--- src/core/rsfo_pkg.sv ---
/*
  Constants for the range sensor frame output block.
  Assumes a single 125 MHz clock.
*/
package rsfo_pkg;
  localparam int          CLK_HZ        = 125000000;
  localparam int          BAUD_DEFAULT  = 115200;
  localparam int          BAUD_DIV      = CLK_HZ / BAUD_DEFAULT;
  localparam int          DATA_BITS     = 8;
  localparam int          STOP_BITS     = 1;
  localparam int          FRAME_LEN     = 9;
  localparam logic [7:0]  HDR_BYTE      = 8'h59;
  localparam logic [15:0] DIST_MAX      = 16'h04B0;
  localparam logic [15:0] AMP_MIN       = 16'h0064;
  localparam logic [15:0] AMP_SAT       = 16'hFFFF;
  localparam int          TEMP_DIV      = 8;
  localparam int          TEMP_OFS      = 256;
  localparam int          RATE_BASE_HZ  = 1000;
  localparam int          RATE_BASE_CYC = CLK_HZ / RATE_BASE_HZ;
  localparam logic [9:0]  RATE_N_RESET  = 10'h00A;
  localparam int          I2C_MAX_BPS   = 400000;
  localparam logic [6:0]  I2C_ADDR_RST  = 7'h10;
  localparam logic [6:0]  I2C_ADDR_MIN  = 7'h01;
  localparam logic [7:0]  ASC_ZERO      = 8'h30;
  localparam logic [7:0]  ASC_DOT       = 8'h2E;
  localparam logic [7:0]  ASC_CR        = 8'h0D;
  localparam logic [7:0]  ASC_LF        = 8'h0A;
  localparam int          FIFO_DEPTH    = 32;
  localparam int          FIFO_WIDTH    = 8;
endpackage

--- src/core/rsfo_top.sv ---
/*
  Frame builder, UART transmitter, I2C slave and byte FIFO for the
  range sensor host link. Measurements arrive as a one-cycle strobe
  from the ranging core; configuration arrives as plain inputs.
*/
`timescale 1ns/1ps

module rsfo_fifo #(
  parameter int WIDTH = 8,
  parameter int DEPTH = 32
) (
  input  wire logic             clock,
  input  wire logic             nrst,
  input  wire logic             flush,
  input  wire logic [WIDTH-1:0] in_data,
  input  wire logic             in_valid,
  output logic                  in_ready,
  output logic      [WIDTH-1:0] out_data,
  output logic                  out_valid,
  input  wire logic             out_ready
);
  localparam int AW = $clog2(DEPTH);
  logic [WIDTH-1:0] mem [DEPTH];
  logic [AW:0]      wp;
  logic [AW:0]      rp;
  wire              full  = (wp[AW] != rp[AW]) && (wp[AW-1:0] == rp[AW-1:0]);
  wire              empty = (wp == rp);
  assign in_ready  = !full;
  assign out_valid = !empty;
  assign out_data  = mem[rp[AW-1:0]];
  always_ff @(posedge clock) begin
    if (in_valid && !full) begin
      mem[wp[AW-1:0]] <= in_data;
    end
  end
  always_ff @(posedge clock) begin
    if (!nrst || flush) begin
      wp <= '0;
      rp <= '0;
    end else begin
      if (in_valid && !full) begin
        wp <= wp + 1'b1;
      end
      if (out_ready && !empty) begin
        rp <= rp + 1'b1;
      end
    end
  end
endmodule

// Function
// RULE1: Serial link is 115200 baud, 8 data bits, 1 stop, no parity.
// RULE2: Binary frame is nine bytes opening with two 0x59 headers.
// RULE3: Bytes 2..7 carry distance, amplitude, temperature, low byte first.
// RULE4: Ninth byte is the low eight bits of the sum of bytes 0..7.
// RULE5: Binary or ASCII encoding; binary after reset, switchable by input.
// RULE6: ASCII mode sends distance in metres followed by CR LF.
// RULE7: Distance is unsigned centimetres, clamped to 0..1200.
// RULE8: Amplitude below 100 or equal 65535 forces distance to zero.
// RULE9: Amplitude field is sent as full 16-bit unsigned value.
// RULE10: Temperature field equals (celsius + 256) times 8.
// RULE11: Bus mode is I2C slave only; master stays at or below 400k.
// RULE12: Slave address resets to 0x10, configurable 0x01 to 0x7F.
// RULE13: Mode input swaps UART and I2C; RX is SDA, TX is SCL.
// RULE14: In I2C mode nothing is sent unless the master reads.
// RULE15: UART frames go out at 1000/n Hz, 100 Hz after reset.
// RULE16: ASCII shows whole metres, a point and two fractional digits.
// RULE17: Bytes of one frame leave back to back without idle gaps.
module rsfo_top
  import rsfo_pkg::*;
(
  input  wire logic        clock,
  input  wire logic        nrst,
  input  wire logic        meas_valid,
  input  wire logic [15:0] meas_dist,
  input  wire logic [15:0] meas_amp,
  input  wire logic [15:0] meas_temp_c8,
  input  wire logic        cfg_ascii,
  input  wire logic        cfg_i2c,
  input  wire logic [9:0]  cfg_rate_n,
  input  wire logic        cfg_addr_load,
  input  wire logic [6:0]  cfg_addr,
  input  wire logic        rx_sda_in,
  output logic             rx_sda_out,
  output logic             rx_sda_oe,
  input  wire logic        tx_scl_in,
  output logic             tx_scl_out,
  output logic             tx_scl_oe,
  output logic             fifo_overrun
);
  import rsfo_pkg::*;

  // ----------------------------------------------------------------
  // Measurement capture and validity
  // ----------------------------------------------------------------
  logic [15:0] dist_q;
  logic [15:0] amp_q;
  logic [15:0] temp_q;
  logic        have_meas;
  logic [15:0] next_dist;
  always_comb begin
    next_dist = (meas_dist > DIST_MAX) ? DIST_MAX : meas_dist; // RULE7
    if (meas_amp < AMP_MIN || meas_amp == AMP_SAT) begin
      next_dist = 16'h0000; // RULE8
    end
  end
  always_ff @(posedge clock) begin
    if (!nrst) begin
      dist_q    <= 16'h0000;
      amp_q     <= 16'h0000;
      temp_q    <= 16'h0000;
      have_meas <= 1'b0;
    end else if (meas_valid) begin
      dist_q    <= next_dist;
      amp_q     <= meas_amp; // RULE9
      temp_q    <= meas_temp_c8; // RULE10
      have_meas <= 1'b1;
    end
  end

  // ----------------------------------------------------------------
  // Configuration: mode, address, frame rate
  // ----------------------------------------------------------------
  logic       ascii_mode;
  logic       i2c_mode;
  logic [6:0] slave_addr;
  logic [9:0] rate_n;
  always_ff @(posedge clock) begin
    if (!nrst) begin
      ascii_mode <= 1'b0; // RULE5
      i2c_mode   <= 1'b0;
      slave_addr <= I2C_ADDR_RST; // RULE12
      rate_n     <= RATE_N_RESET; // RULE15
    end else begin
      ascii_mode <= cfg_ascii; // RULE5
      i2c_mode   <= cfg_i2c; // RULE13
      if (cfg_addr_load && cfg_addr >= I2C_ADDR_MIN) begin
        slave_addr <= cfg_addr; // RULE12
      end
      if (cfg_rate_n != 10'h000) begin
        rate_n <= cfg_rate_n; // RULE15
      end
    end
  end

  // ----------------------------------------------------------------
  // Frame rate tick: 1 kHz base divided by n
  // ----------------------------------------------------------------
  logic [16:0] base_cnt;
  logic [9:0]  rate_cnt;
  logic        frame_tick;
  wire         base_tick = (base_cnt == 17'(RATE_BASE_CYC - 1));
  always_ff @(posedge clock) begin
    if (!nrst) begin
      base_cnt   <= '0;
      rate_cnt   <= 10'h000;
      frame_tick <= 1'b0;
    end else begin
      frame_tick <= 1'b0;
      base_cnt   <= base_tick ? '0 : base_cnt + 1'b1;
      if (base_tick) begin
        if (rate_cnt + 10'h001 >= rate_n) begin
          rate_cnt   <= 10'h000;
          frame_tick <= !i2c_mode; // RULE15 RULE14
        end else begin
          rate_cnt <= rate_cnt + 10'h001;
        end
      end
    end
  end

  // ----------------------------------------------------------------
  // Frame builder
  // ----------------------------------------------------------------
  // Tail formed from distance: whole metres up to 12, then two digits
  logic [3:0]  metres;
  logic [6:0]  frac;
  logic [7:0]  asc [8];
  logic [3:0]  asc_len;
  logic [7:0]  bin [FRAME_LEN];
  always_comb begin
    metres = 4'(dist_q / 16'd100);
    frac   = 7'(dist_q % 16'd100);
    bin[0] = HDR_BYTE; // RULE2
    bin[1] = HDR_BYTE;
    bin[2] = dist_q[7:0]; // RULE3
    bin[3] = dist_q[15:8];
    bin[4] = amp_q[7:0];
    bin[5] = amp_q[15:8];
    bin[6] = temp_q[7:0];
    bin[7] = temp_q[15:8];
    bin[8] = 8'(bin[0] + bin[1] + bin[2] + bin[3] + bin[4] + bin[5] + bin[6] + bin[7]); // RULE4
    for (int k = 0; k < 8; k++) begin
      asc[k] = 8'h00;
    end
    if (metres >= 4'd10) begin
      asc[0]  = ASC_ZERO + 8'(metres / 4'd10); // RULE16
      asc[1]  = ASC_ZERO + 8'(metres % 4'd10);
      asc[2]  = ASC_DOT;
      asc[3]  = ASC_ZERO + 8'(frac / 7'd10);
      asc[4]  = ASC_ZERO + 8'(frac % 7'd10);
      asc[5]  = ASC_CR; // RULE6
      asc[6]  = ASC_LF;
      asc_len = 4'd7;
    end else begin
      asc[0]  = ASC_ZERO + 8'(metres);
      asc[1]  = ASC_DOT;
      asc[2]  = ASC_ZERO + 8'(frac / 7'd10);
      asc[3]  = ASC_ZERO + 8'(frac % 7'd10);
      asc[4]  = ASC_CR; // RULE6
      asc[5]  = ASC_LF;
      asc_len = 4'd6;
    end
  end

  // Frame is pushed one byte per clock, far ahead of the UART, so the UART never waits mid-frame
  logic       push_busy;
  logic [3:0] push_idx;
  logic [3:0] push_len;
  logic       push_ascii;
  logic [7:0] push_byte;
  logic       fifo_in_ready;
  logic       fifo_flush;
  always_comb begin
    push_byte = push_ascii ? asc[push_idx[2:0]] : bin[push_idx];
  end
  always_ff @(posedge clock) begin
    if (!nrst) begin
      push_busy    <= 1'b0;
      push_idx     <= 4'd0;
      push_len     <= 4'd0;
      push_ascii   <= 1'b0;
      fifo_overrun <= 1'b0;
    end else begin
      fifo_overrun <= 1'b0;
      if (!push_busy && frame_tick && have_meas) begin
        push_busy  <= 1'b1;
        push_idx   <= 4'd0;
        push_ascii <= ascii_mode;
        push_len   <= ascii_mode ? asc_len : 4'(FRAME_LEN); // RULE2
      end else if (push_busy && fifo_in_ready) begin
        push_idx <= push_idx + 4'd1;
        if (push_idx == push_len - 4'd1) begin
          push_busy <= 1'b0;
        end
      end
      // A tick that lands while the previous frame is still being queued is dropped
      if (push_busy && frame_tick) begin
        fifo_overrun <= 1'b1;
      end
    end
  end
  assign fifo_flush = i2c_mode;

  // ----------------------------------------------------------------
  // UART transmitter, 8N1
  // ----------------------------------------------------------------
  logic [7:0] fifo_out;
  logic       fifo_out_valid;
  logic       uart_take;
  logic [9:0] sh;
  logic [3:0] bit_cnt;
  logic [10:0] baud_cnt;
  logic       tx_line;
  wire        uart_idle = (bit_cnt == 4'd0);
  assign uart_take = uart_idle && fifo_out_valid && !i2c_mode;
  always_ff @(posedge clock) begin
    if (!nrst) begin
      sh       <= 10'h3FF;
      bit_cnt  <= 4'd0;
      baud_cnt <= 11'd0;
      tx_line  <= 1'b1;
    end else if (uart_take) begin
      sh       <= {1'b1, fifo_out, 1'b0}; // RULE1
      bit_cnt  <= 4'(1 + DATA_BITS + STOP_BITS);
      baud_cnt <= 11'(BAUD_DIV - 1);
      tx_line  <= 1'b0;
    end else if (!uart_idle) begin
      if (baud_cnt == 11'd0) begin
        baud_cnt <= 11'(BAUD_DIV - 1); // RULE1
        sh       <= {1'b1, sh[9:1]};
        tx_line  <= sh[1];
        bit_cnt  <= bit_cnt - 4'd1;
      end else begin
        baud_cnt <= baud_cnt - 11'd1;
      end
    end else begin
      tx_line <= 1'b1;
    end
  end

  rsfo_fifo #(
    .WIDTH(FIFO_WIDTH),
    .DEPTH(FIFO_DEPTH)
  ) u_fifo (
    .clock     (clock),
    .nrst      (nrst),
    .flush     (fifo_flush),
    .in_data   (push_byte),
    .in_valid  (push_busy),
    .in_ready  (fifo_in_ready),
    .out_data  (fifo_out),
    .out_valid (fifo_out_valid),
    .out_ready (uart_take) // RULE17
  );

  // ----------------------------------------------------------------
  // I2C slave: reads return the latest binary frame
  // ----------------------------------------------------------------
  logic [1:0] sda_s;
  logic [1:0] scl_s;
  logic       sda_d;
  logic       scl_d;
  always_ff @(posedge clock) begin
    if (!nrst) begin
      sda_s <= 2'b11;
      scl_s <= 2'b11;
      sda_d <= 1'b1;
      scl_d <= 1'b1;
    end else begin
      sda_s <= {sda_s[0], rx_sda_in};
      scl_s <= {scl_s[0], tx_scl_in};
      sda_d <= sda_s[1];
      scl_d <= scl_s[1];
    end
  end
  wire sda  = sda_s[1];
  wire scl  = scl_s[1];
  wire start_c = i2c_mode && scl && scl_d && sda_d && !sda;
  wire stop_c  = i2c_mode && scl && scl_d && !sda_d && sda;
  wire scl_r   = scl && !scl_d;
  wire scl_f   = !scl && scl_d;

  typedef enum logic [4:0] {
    RSFO_I_IDLE  = 5'b00001,
    RSFO_I_ADDR  = 5'b00010,
    RSFO_I_ACK   = 5'b00100,
    RSFO_I_TX    = 5'b01000,
    RSFO_I_MACK  = 5'b10000
  } rsfo_i2c_t;
  rsfo_i2c_t  ist;
  logic [7:0] ish;
  logic [2:0] icnt;
  logic       iread;
  logic [3:0] iidx;
  logic       sda_drive;
  logic       iaddr_done;
  always_ff @(posedge clock) begin
    if (!nrst || !i2c_mode) begin
      ist       <= RSFO_I_IDLE;
      ish       <= 8'h00;
      icnt      <= 3'd0;
      iread     <= 1'b0;
      iidx      <= 4'd0;
      sda_drive <= 1'b0;
      iaddr_done <= 1'b0;
    end else if (start_c) begin
      ist       <= RSFO_I_ADDR; // RULE11
      icnt      <= 3'd0;
      sda_drive <= 1'b0;
      iaddr_done <= 1'b0;
    end else if (stop_c) begin
      ist       <= RSFO_I_IDLE;
      sda_drive <= 1'b0;
    end else begin
      case (ist)
        RSFO_I_IDLE: begin
          sda_drive <= 1'b0; // RULE14
        end
        RSFO_I_ADDR: begin
          if (scl_r) begin
            ish        <= {ish[6:0], sda};
            icnt       <= icnt + 3'd1;
            iaddr_done <= (icnt == 3'h7);
          end
          // The fall right after START also sees a zero count, so wait for eight rises
          if (scl_f && iaddr_done) begin
            if (ish[7:1] == slave_addr) begin // RULE12
              iread     <= ish[0];
              iidx      <= 4'd0;
              sda_drive <= 1'b1;
              ist       <= RSFO_I_ACK;
            end else begin
              ist <= RSFO_I_IDLE;
            end
          end
        end
        RSFO_I_ACK: begin
          if (scl_f) begin
            if (iread) begin
              ish       <= bin[iidx];
              sda_drive <= !bin[iidx][7];
              icnt      <= 3'd0;
              ist       <= RSFO_I_TX;
            end else begin
              sda_drive <= 1'b0;
              ist       <= RSFO_I_IDLE;
            end
          end
        end
        RSFO_I_TX: begin
          if (scl_f) begin
            icnt <= icnt + 3'd1;
            if (icnt == 3'd7) begin
              sda_drive <= 1'b0;
              ist       <= RSFO_I_MACK;
            end else begin
              ish       <= {ish[6:0], 1'b0};
              sda_drive <= !ish[6];
            end
          end
        end
        RSFO_I_MACK: begin
          if (scl_r) begin
            iread <= !sda;
          end
          if (scl_f) begin
            if (iread) begin
              iidx      <= (iidx == 4'(FRAME_LEN - 1)) ? 4'd0 : iidx + 4'd1;
              ish       <= bin[(iidx == 4'(FRAME_LEN - 1)) ? 4'd0 : iidx + 4'd1];
              sda_drive <= !bin[(iidx == 4'(FRAME_LEN - 1)) ? 4'd0 : iidx + 4'd1][7];
              icnt      <= 3'd0;
              ist       <= RSFO_I_TX;
            end else begin
              ist <= RSFO_I_IDLE;
            end
          end
        end
        default: begin
          ist <= RSFO_I_IDLE;
        end
      endcase
    end
  end

  // ----------------------------------------------------------------
  // Pin sharing: UART drives TX push-pull, I2C pulls SDA only low
  // ----------------------------------------------------------------
  assign tx_scl_out = i2c_mode ? 1'b0 : tx_line; // RULE13
  assign tx_scl_oe  = !i2c_mode;
  assign rx_sda_out = 1'b0;
  assign rx_sda_oe  = i2c_mode && sda_drive; // RULE14

  // ----------------------------------------------------------------
  // Checks
  // ----------------------------------------------------------------
  chk_dist_forced: assert property (@(posedge clock) disable iff (!nrst) // RULE8
    meas_valid && (meas_amp < AMP_MIN || meas_amp == AMP_SAT) |=> dist_q == 16'h0000)
    else $error("distance not zeroed on weak signal");
  chk_dist_clamp: assert property (@(posedge clock) disable iff (!nrst) // RULE7
    dist_q <= DIST_MAX)
    else $error("distance above limit");
  chk_bin_hdr: assert property (@(posedge clock) disable iff (!nrst) // RULE2
    push_busy && !push_ascii && push_idx < 4'd2 |-> push_byte == HDR_BYTE)
    else $error("header byte wrong");
  chk_frame_len: assert property (@(posedge clock) disable iff (!nrst) // RULE2
    !push_busy && frame_tick && have_meas && !ascii_mode |=> push_len == 4'd9)
    else $error("binary frame length wrong");
  chk_quiet_i2c: assert property (@(posedge clock) disable iff (!nrst) // RULE14
    ist == RSFO_I_IDLE |-> !rx_sda_oe)
    else $error("slave drives bus while idle");
  chk_tx_start: assert property (@(posedge clock) disable iff (!nrst) // RULE1
    uart_take |=> !tx_line [*8])
    else $error("start bit too short");
  chk_addr_reset: assert property (@(posedge clock) // RULE12
    !nrst |=> slave_addr == I2C_ADDR_RST)
    else $error("address reset value wrong");
  chk_back_to_back: assert property (@(posedge clock) disable iff (!nrst) // RULE17
    bit_cnt == 4'h1 && baud_cnt == 11'h000 && fifo_out_valid && !i2c_mode
      |=> uart_take ##1 !tx_line)
    else $error("idle gap between bytes");
endmodule

--- config.mk ---
export PLATFORM = sky130hd
export DESIGN_NAME = rsfo_top
export DESIGN_NICKNAME = d
export VERILOG_FILES = /design/src/core/rsfo_pkg.sv /design/src/core/rsfo_top.sv
export SDC_FILE = /design/constraint.sdc
export NUM_CORES = 1
export LEC_CHECK = 0
export ABC_CLOCK_PERIOD_IN_PS = 22600
export BUFFER_PORTS_ARGS = -buffer_cell sky130_fd_sc_hd__clkbuf_2
export CORE_AREA = 2 2 262 161
export CTS_BUF_LIST = sky130_fd_sc_hd__clkbuf_2 sky130_fd_sc_hd__clkbuf_4 sky130_fd_sc_hd__clkbuf_8
export DETAILED_ROUTE_END_ITERATION = 8
export DIE_AREA = 0 0 264 163
export HOLD_SLACK_MARGIN = 0.02
export PLACE_DENSITY = 0.76
export SLEW_MARGIN = 20
export SYNTH_ARGS = -nofsm -noshare
export SYNTH_HDL_FRONTEND = slang
export SYNTH_SLANG_ARGS = --single-unit
--- constraint.sdc ---
create_clock -name clock -period 22.6 [get_ports clock]
set_clock_uncertainty 0.2 [all_clocks]
set_input_delay 2.26 -clock clock [delete_from_list [all_inputs] [get_ports clock]]
set_output_delay 2.26 -clock clock [all_outputs]
set_load 0.03 [all_outputs]
==> results by group <==
Clock network
  • Clock Latency Late Sink: 0.66 ns
  • Clk root buf: clkbuf_8
  • Hold Buf Count CTS: 0
  • CTS Sinks: 431
  • Total CTS buffers: 61
  • Longest Clk Path Bufs: 3
  • Htree depth: 2
  • Resize count post-CTS: 0
  • Post-CTS Setup Bufs: 0
  • Clock slew seen by the registers of the worst setup and hold paths: 0.08 ns
  • TritonCTS clock tree: done

Timing
  • Crit path time final: 9.62 ns
  • Setup violators final: 0
  • WHS: 0.210 ns
  • Rel. slew slack: 0.313
  • Unrepaired setup endpoints after global routing: false
  • Tcrit/Tclk final: 0.426
  • Worst Tran Pin Value: 1.03 ns
  • Fmax: 104 MHz
  • Final Hold Fails: 0
  • Total Neg Setup Slack: 0 ns
  • Final slew viol count: 0

Routing
  • Starting DRT DRC Count: 2301
  • DRC violations left: 0
  • Final ANT Viol Nets: 0
  • Vias/cell: 6.53
  • Total Wirelength: 62.1 mm
  • Pre-antenna DRT Iters: 6
  • Wire length on met3: 7.81 mm
  • Drt wl/cell: 22.7 um
  • Wl on met1: 27.9 mm
  • Top sig layer: met5
  • Via count: 17900
  • WL met2: 25.5 mm

Synth
  • Total number of yosys warnings: 0
  • Yosys top cell area share: 0.325
  • Async SR Flop Fraction: 0
  • Simple-gate share of the synthesized area: 0.141
  • #FFs+latches synth: 431
  • Largest area contributor in the netlist: edfxtp_1
  • Post-synthesis mux area share: 0.131
  • Area of the mapped netlist: 23700 um^2
  • Post-Synth Adder-Cell Area: 0.0463
  • Most area-consuming cells after synthesis: edfxtp_1 (32%), dfxtp_1 (15%), mux4_2 (9.4%), nor2_1 (3.4%), mux2i_1 (3.0%)
  • Avg Cell Area, Syn: 11.3 um^2
  • Synth Instances: 2092
  • Post-synthesis xor/xnor area fraction: 0.0277
  • Main synth FF type: edfxtp_1
  • Post-synth EDFFs: 256
  • Yosys cell types: 136
  • Main combinational cell family by area after synthesis: simple AND/OR/NAND/NOR gates
  • Sequential share of the synthesized area: 0.473
  • Synth Area in Compound Gates: 0.141

Final layout
  • Share of post-route cells with drive strength above 1: 0.198
  • Diode count: 0
  • Most common cell after layout, fill and taps aside: edfxtp_1
  • Multi-input gate area: 11600 um^2
  • Nets: 2291
  • Register area: 11200 um^2
  • Layout Cells excl Fill: 2733
  • Most frequent cells in the layout: edfxtp_1 (256), nor2_1 (217), nand2_1 (179), dfxtp_1 (173), mux4_2 (99)
  • Area delta synth->final: 8.61%
  • Filler instances: 3162
  • Post-layout util: 0.628
  • Design Area, Final: 25700 um^2

Setup path
  • CP Launch Point: dist_q[14]
  • Setup crit start kind: flop
  • CP max FO: 32
  • Crit end category: flop
  • Crit-path max cell delay: 0.99 ns
  • R2R Path Start: dist_q[14]
  • R2R Path End: u_fifo.mem[4][5]
  • Crit path arrival time: 9.74 ns
  • Master of the slowest instance on the critical path: dfxtp_1
  • R2R depth: 28
  • WP data required: 22.72 ns
  • Reg2reg setup slack: 12.98 ns
  • Critical path class: reg -> reg

Hold path
  • Worst hold path class: reg -> reg
  • Hold-critical path endpoint: scl_s[1]
  • Worst Hold Depth: 1
  • Worst hold start: scl_s[0]

Outcome
  • Status: finished clean

Run
  • Max Cap Viol: 0

Placed design
  • Area of placed instances: 24300 um^2
  • Placed cell count: 2623
  • HPWL Detailed: 43.5 mm
  • Gp weighted congestion: 0.940
  • Count of buffers from port buffering: 76

Floorplanning
  • Horiz. Die Dim: 264 um
  • Starting Density: 0.578
  • Die area: 43000 um^2
  • Core ar.: 40900 um^2
  • I/O pin count: 78
  • Site Rows: 58
  • Die height: 163 um

Global routing
  • Vias in the first global route: 16700
  • Maximum number of pins on one net before global-route repair: 65
  • Grt ovf: 0
  • Initial antenna violation count: 2
  • GRT Total Usage: 0.291
  • First-pass GRT wire length: 97.4 mm

Power
  • PwrDens: 73.5 nW/um^2
  • Leak: 8.90 nW
  • Peak supply drop: 0.0485 mV
==> worst max-delay path: cells and delay by family, from the launching register on <==
kind	cells	cell delay [ns]
AOI/OAI and AO/OA	18	4.75
xor gates and xnor gates	2	1.09
adders and majority gates	2	0.46
DFF	1	0.99
muxes	1	0.37
and+or+nand+nor	5	1.37
==> power by group <==
| part | internal (mW) | leakage [nW] | switching (mW) |
|---|---|---|---|
| logic | 0.138 | 4.48 | 0.217 |
| clock network | 0.368 | 0.693 | 0.305 |
| registers | 0.842 | 3.73 | 0.0201 |
| total | 1.35 | 8.90 | 0.542 |
==> cell families (layout without fill, tap and decap cells) <==
family	count (synthesis)	count (layout)
multiplexers	181	181
adder cells (fa/ha/maj)	72	72
flip-flops	431	431
AND/OR/NAND/NOR	680	680
other	2	3
AO/OA/AOI/OAI	454	454
buffers and inverters	198	298
XOR/XNOR	74	74
==> Yosys cell counts (25+ instances only) <==
cell type,number
ha_1,46
o21ai_0,88
dfxtp_1,175
nor3_1,28
nand4_1,25
nand2_1,179
a21oi_1,98
inv_1,77
nand3_1,46
edfxtp_1,256
clkbuf_1,61
xnor2_1,46
mux2i_1,70
mux4_2,99
fa_1,26
nor2_1,217
xor2_1,27
==> through the flow <==
step	total power, mW	setup WS, ns
final	1.89	12.98
after global placement	1.21	13.64
after global routing	1.97	12.48
after detailed placement	1.22	13.15
after floorplan	1.14	14.37
after CTS	1.89	13.11
==> registers in the layout, summed over array words and instances, names as in the netlist, 3 cells and up, named ones only <==
signal and count:
ist 5, u_fifo.mem 256, ish 8, u_fifo.rp 6, sh 8, temp_q 16, push_idx 4, iidx 4
rate_n 10, push_len 3, baud_cnt 11, dist_q 16, u_fifo.wp 6, amp_q 16, slave_addr 7, rate_cnt 10
bit_cnt 4, base_cnt 17, icnt 3
==> layout make-up <==
| cell class | instances | share of cell area |
|---|---|---|
| Clock inverter | 26 | 0.0112 |
| Timing Repair Buffer | 103 | 0.0227 |
| Tap cell | 540 | 0.0263 |
| Multi-Input combinational cell | 1464 | 0.451 |
| Sequential cell | 431 | 0.435 |
| Inverter | 85 | 0.0124 |
| Clock buffer | 84 | 0.0406 |
==> metal layers <==
metal,vias to the layer above,global-route usage
met5,-,0
met4,2,0.0584
met3,103,0.0844
met2,1038,0.405
met1,8725,0.449
li1,7988,-
==> worst max-delay path by stage <==
stage / end / slack, ns
detailed placement: u_fifo.mem[29][3] / 13.15
CTS: u_fifo.mem[26][3] / 13.11
finish: u_fifo.mem[4][5] / 12.98
floorplan: u_fifo.mem[0][0] / 14.37
global route: u_fifo.mem[27][5] / 12.48
global placement: u_fifo.mem[24][5] / 13.64
No activity file was read; power rests on OpenSTA's default activity.
